**config.mk**
```make
export PLATFORM = sky130hd
export DESIGN_NAME = imc_mode_ctrl
export DESIGN_NICKNAME = d
export VERILOG_FILES = /design/src/imc_pkg.sv /design/src/imc_slot.sv /design/src/imc_mode_ctrl.sv
export SDC_FILE = /design/constraint.sdc
export NUM_CORES = 1
export LEC_CHECK = 0
export ABC_AREA = 1
export BUFFER_PORTS_ARGS = -buffer_cell sky130_fd_sc_hd__clkbuf_2
export CAP_MARGIN = 20
export CORE_ASPECT_RATIO = 0.5
export CORE_MARGIN = 3
export CORE_UTILIZATION = 40
export CTS_BUF_LIST = sky130_fd_sc_hd__clkbuf_2 sky130_fd_sc_hd__clkbuf_4 sky130_fd_sc_hd__clkbuf_8
export DETAILED_ROUTE_END_ITERATION = 6
export PLACE_DENSITY = 0.73
export SYNTH_ARGS = -nofsm -noshare
export SYNTH_HDL_FRONTEND = slang
export SYNTH_HIERARCHICAL = 1
export SYNTH_SLANG_ARGS = --single-unit
```
**constraint.sdc**
```tcl
create_clock -name clock -period 1.3 [get_ports clock]
set_clock_uncertainty 0.15 [all_clocks]
set_input_delay 0.13 -clock clock [delete_from_list [all_inputs] [get_ports clock]]
set_output_delay 0.13 -clock clock [all_outputs]
set_load 0.01 [all_outputs]
```
**src/imc_pkg.sv**
```systemverilog
// constants and types for the mode-control register of sources 56 to 59
// assumes a single AHB-Lite master and one system clock
// Overview of operation
// - bit 7 and bit 3 of every slot always read zero
// - trigger bit clear: source never raises a dma activation request
// - trigger bit in slot 0 makes source 56 a dma request
// - trigger bit in slots 1 and 2 does likewise for sources 57, 58
// - trigger clear: level 000 disables, 001 to 111 give priority 1 to 7
// - trigger set: level field selects a dma channel instead of priority
// - dma codes 000 to 111 route to channels zero to seven
package imc_pkg;
   localparam logic [31:0] IMC_ADDR_MODE = 32'hffffe038;
   localparam logic [31:0] IMC_RESET = 32'h00000000;
   localparam logic [7:0] IMC_SLOT_MASK = 8'h77;
   localparam int IMC_SLOTS = 4;
   localparam int IMC_SLOT_W = 8;
   localparam int IMC_DMA_BIT = 4;
   localparam int IMC_ACT_LO = 5;
   localparam int IMC_ACT_W = 2;
   localparam int IMC_LVL_W = 3;
   localparam logic [1:0] IMC_ACT_FALLING = 2'h2;
   localparam logic [2:0] IMC_LEVEL_OFF = 3'h0;
   localparam logic [1:0] IMC_HTRANS_NONSEQ = 2'h2;
   localparam logic [1:0] IMC_HTRANS_SEQ = 2'h3;

   // decoded view of one slot
   typedef struct packed {
      logic irq_en;
      logic [2:0] irq_level;
      logic dma_req_en;
      logic [2:0] dma_channel;
   } imc_slot_t;
endpackage : imc_pkg

```
**src/imc_slot.sv**
```systemverilog
// decodes one byte slot into interrupt and dma routing
// assumes the slot byte comes straight from the register
module imc_slot (
   input wire logic [7:0] slot,
   output imc_pkg::imc_slot_t route
);
   import imc_pkg::*;

   logic dma_sel;
   logic [2:0] lvl;
   assign dma_sel = slot[IMC_DMA_BIT];
   assign lvl = slot[IMC_LVL_W-1:0];

   // dma mode steals the level field as a channel number
   always_comb begin
      route.dma_req_en = dma_sel;
      route.dma_channel = dma_sel ? lvl : IMC_LEVEL_OFF;
      route.irq_level = dma_sel ? IMC_LEVEL_OFF : lvl;
      route.irq_en = !dma_sel && (lvl != IMC_LEVEL_OFF);
   end
endmodule : imc_slot

```
**src/imc_mode_ctrl.sv**
```systemverilog
// mode-control register for interrupt sources 56 to 59, AHB-Lite slave
// assumes hready is this slave's hreadyout; zero wait states, OKAY always
module imc_mode_ctrl (
   input wire logic clock,
   input wire logic rst,
   input wire logic clk_en,
   input wire logic hsel,
   input wire logic [31:0] haddr,
   input wire logic [1:0] htrans,
   input wire logic hwrite,
   input wire logic [2:0] hsize,
   input wire logic [31:0] hwdata,
   input wire logic hready,
   output logic [31:0] hrdata,
   output logic hreadyout,
   output logic hresp,
   output imc_pkg::imc_slot_t route_src56,
   output imc_pkg::imc_slot_t route_src57,
   output imc_pkg::imc_slot_t route_src58,
   output imc_pkg::imc_slot_t route_src59,
   output logic [3:0] bad_edge_cfg
);
   import imc_pkg::*;

   logic [31:0] mode_reg;
   logic wr_pend;
   logic rd_pend;
   logic addr_hit;
   logic take;
   logic [31:0] wmask;
   imc_slot_t routes [IMC_SLOTS];

   assign hreadyout = 1'b1;
   assign hresp = 1'b0;
   assign take = hsel && hready && (htrans == IMC_HTRANS_NONSEQ || htrans == IMC_HTRANS_SEQ);
   assign addr_hit = (haddr == IMC_ADDR_MODE);
   assign wmask = {IMC_SLOT_MASK, IMC_SLOT_MASK, IMC_SLOT_MASK, IMC_SLOT_MASK};

   // address phase capture; unmapped addresses read zero, writes dropped
   always_ff @(posedge clock) begin
      if (rst) begin
         wr_pend <= 1'b0;
         rd_pend <= 1'b0;
      end else if (clk_en) begin
         wr_pend <= take && hwrite && addr_hit;
         rd_pend <= take && !hwrite && addr_hit;
      end
   end

   // register store; reserved bits are masked so they never hold a one
   always_ff @(posedge clock) begin
      if (rst) begin
         mode_reg <= IMC_RESET;
      end else if (clk_en && wr_pend) begin
         mode_reg <= hwdata & wmask;
      end
   end

   // read data registered so it stands for the data phase
   always_ff @(posedge clock) begin
      if (rst) begin
         hrdata <= IMC_RESET;
      end else if (clk_en) begin
         // a write in its data phase lands at this same edge, so a read
         // pipelined behind it must be handed the new word, not the stale one
         if (take && !hwrite && addr_hit && wr_pend) begin
            hrdata <= hwdata & wmask;
         end else if (take && !hwrite && addr_hit) begin
            hrdata <= mode_reg;
         end else begin
            hrdata <= IMC_RESET;
         end
      end
   end

   // per-slot decode and active-state check
   genvar g;
   generate
      for (g = 0; g < IMC_SLOTS; g++) begin : g_slot
         imc_slot u_slot (
            .slot(mode_reg[g*IMC_SLOT_W +: IMC_SLOT_W]),
            .route(routes[g])
         );
         // flags software that broke the falling-edge requirement
         assign bad_edge_cfg[g] =
            mode_reg[g*IMC_SLOT_W+IMC_ACT_LO +: IMC_ACT_W] != IMC_ACT_FALLING;
      end
   endgenerate

   assign route_src56 = routes[0];
   assign route_src57 = routes[1];
   assign route_src58 = routes[2];
   assign route_src59 = routes[3];

   // every slot keeps the two sides apart: a source is never both a dma request
   // and an interrupt, and its level field shows up on exactly one of them
   generate
      for (g = 0; g < IMC_SLOTS; g++) begin : g_chk

      end
   endgenerate
endmodule : imc_mode_ctrl

```
==> results.sh <==
export IMPL_status="finished, final reports clean"
export IMPL_ys_flop_type="dfxtp_1"
export IMPL_slowest_stage="dfxtp_4"
export IMPL_ir_drop_uv=430.5
export IMPL_period_minus_slack_ps=1295
export IMPL_critPathLaunchType="register"
export IMPL_drv_cap=0
export IMPL_synth_compound_area_share_pct=18.68
export IMPL_vias_per_cell=4.702
export IMPL_synth_most_common_cell="nand2_1"
export IMPL_wl_um=6987
export IMPL_io_buffers=122
export IMPL_power_frac_comb_pct=8.9
export IMPL_fmaxAchievable_mhz=771.9
export IMPL_fin_cells=607
export IMPL_synth_adder_area_share_pct=0
export IMPL_cp_required_ps=1020
export IMPL_tns_ps=0
export IMPL_clk_latency_ps=290
export IMPL_grt_pass1_vias=2502
export IMPL_synthXorXnorAreaFrac_pct=0
export IMPL_root_buffer="clkbuf_8"
export IMPL_ctsHtreeMaxLevel=2
export IMPL_power_leakage_uw=0.001845
export IMPL_worst_setup_path_type="register to output pin"
export IMPL_ys_top_cells_by_count="97 x nand2_1, 61 x inv_1, 49 x a21oi_1, 49 x dfxtp_1, 47 x o21ai_0"
export IMPL_netSwitchingFraction_pct=22.04
export IMPL_first_iter_violations=167
export IMPL_die_h_um=63.00
export IMPL_cts_buffers=5
export IMPL_cp_cell_sequence="inv_6, nand2_4, nand3_2, buf_6"
export IMPL_synthArstFlopShare_pct=0
export IMPL_area_growth_pct=42.51
export IMPL_setup_ws_ps=4.519
export IMPL_min_path_type="primary input to register"
export IMPL_cts_buffer_depth=2
export IMPL_dp_cells=585
export IMPL_seqPwrFrac_pct=53.4
export IMPL_cp_startpoint="mode_reg[20]"
export IMPL_antenna_found_initial=0
export IMPL_switching_power_uw=615.5
export IMPL_clock_power_share_pct=37.7
export IMPL_cp_end_kind="output pin"
export IMPL_die_area_mm2=0.007559
export IMPL_critPathMaxStageDelay_ps=400
export IMPL_slew_violations=0
export IMPL_grt_pass1_wl_um=10920
export IMPL_die_w_um=120.0
export IMPL_dpl_hpwl_um=4889
export IMPL_ys_types=20
export IMPL_fin_crit_sh_pct=99.65
export IMPL_n_antenna_cell=0
export IMPL_cts_tree="done"
export IMPL_synth_edf_count=0
export IMPL_syn_area_per_cell_um2=6.663
export IMPL_fin_nets=594
export IMPL_reg2reg_from="wr_pend"
export IMPL_synth_simple_gate_area_share_pct=24.51
export IMPL_path_buf_inv=2
export IMPL_drive_gt1_share_pct=34.68
export IMPL_vias=2854
export IMPL_rsz0062_at_grt="true"
export IMPL_finalHoldViolations=0
export IMPL_rows=20
export IMPL_synth_area_leader_cell="dfxtp_1"
export IMPL_critPathArrivalTime_ps=1020
export IMPL_fillCellCount=591
export IMPL_final_area_mm2=0.003704
export IMPL_place_ws_ps=45.97
export IMPL_gp_congestion=0.7463
export IMPL_crit_family="flip-flops"
export IMPL_clkSinkCount=49
export IMPL_post_dp_cell_area_mm2=0.003286
export IMPL_yosysWarnings=6
export IMPL_syn_inst=390
export IMPL_core_mm2=0.006181
export IMPL_synth_top_area_share_pct=37.75
export IMPL_ant_nets=0
export IMPL_grt_total_usage_pct=17.10
export IMPL_cts_clk_slew_worst_paths_ps=90
export IMPL_grt_overflow=0
export IMPL_internal_power_uw=2177
export IMPL_wire_per_inst_um=11.51
export IMPL_p_per_area_mw_per_mm2=753.9
export IMPL_grt_max_degree=29
export IMPL_synth_top_family_by_area="simple AND/OR/NAND/NOR gates"
export IMPL_hold_start="hwdata[6]"
export IMPL_synth_top_cells_by_area="dfxtp_1 38%, nand2_1 14%, a21oi_1 9.4%"
export IMPL_start_util_pct=42.04
export IMPL_worst_path_max_fanout=6
export IMPL_ys_seq_area_share_pct=37.75
export IMPL_dr_pass1_iters=4
export IMPL_io_pins=145
export IMPL_synthMuxAreaShare_pct=0
export IMPL_setup_viol=0
export IMPL_ys_ff_latch=49
export IMPL_remaining_drc_errors=0
export IMPL_utilization_pct=59.92
export IMPL_synth_area_mm2=0.002599
==> tightest hold or removal path, cell delays in order <==
cell and delay, ps:
clkbuf_2 90, o21ai_0 80, a21oi_1 110
==> worst paths after layout <==
path,end,slack [ps],cells after the start
max,route_src58[7],5,4
min,mode_reg[6],0.1,3
max reg2reg,mode_reg[16],110,4
min reg2reg,hrdata[12],320,2
==> metal layers <==
| metal | track usage (%) | routed length (µm) | vias up |
|---|---|---|---|
| li1 | - | - | 1477 |
| met1 | 21.40 | 2849 | 1263 |
| met2 | 30.89 | 3495 | 110 |
| met3 | 3.165 | 592 | 4 |
| met4 | 3.281 | 49 | 0 |
| met5 | 0 | 0 | - |
==> final cells by class <==
type / instances / area [µm²] / share of cell area [%]
clock buffer: 5 / 68.82 / 1.858
multi-input combinational: 247 / 1260 / 34.02
sequential: 49 / 1003 / 27.09
timing repair buffer: 151 / 967.2 / 26.11
tap: 88 / 110.1 / 2.973
inverter: 65 / 259.0 / 6.993
clock inverter: 2 / 35.03 / 0.9459
==> power by group through the flow <==
stage	clock network (µW)	logic (µW)	registers, µW
global route	1140	277	1490
floorplan	0	104	1530
detailed placement	0	213	1530
CTS	1070	247	1500
finish	1050	248	1490
global placement	0	210	1530
==> through the flow <==
| step | power (µW) | hold WS, ps |
|---|---|---|
| floorplan | 1639 | 171.1 |
| global placement | 1745 | 275.8 |
| detailed placement | 1748 | 284.4 |
| CTS | 2812 | 0.7290 |
| global route | 2906 | 2.744 |
| finish | 2792 | 0.1469 |
==> placed cells by master (no fill, tap or decap), drive strengths merged <==
| master | synthesis | layout |
|---|---|---|
| dfxtp | 49 | 49 |
| inv | 65 | 65 |
| bufinv | 0 | 1 |
| nand3 | 5 | 5 |
| a21oi | 49 | 49 |
| buf | 25 | 24 |
| dlygate4sd3 | 0 | 14 |
| clkinv | 0 | 1 |
| clkbuf | 12 | 118 |
| nand2 | 98 | 98 |
| nand4 | 25 | 25 |
| nor2 | 12 | 12 |
| conb | 2 | 10 |
| o21ai | 48 | 48 |
==> what timing repair did <==
| action | 4_1_cts | 5_1_grt |
|---|---|---|
| hold buffers | 14 | 0 |
| endpoints found under the setup margin | 17 | 43 |
| resized for setup | 6 | 55 |
| pin swaps | 0 | 1 |
| endpoints found under the hold margin | 14 | 0 |
| setup buffers | 0 | 1 |
==> cells by family after synthesis <==
family                 after synthesis
buffers and inverters              102
flip-flops                          49
other                                2
AO/OA/AOI/OAI                       97
AND/OR/NAND/NOR                    140
Power figures use the tool's default switching activity.
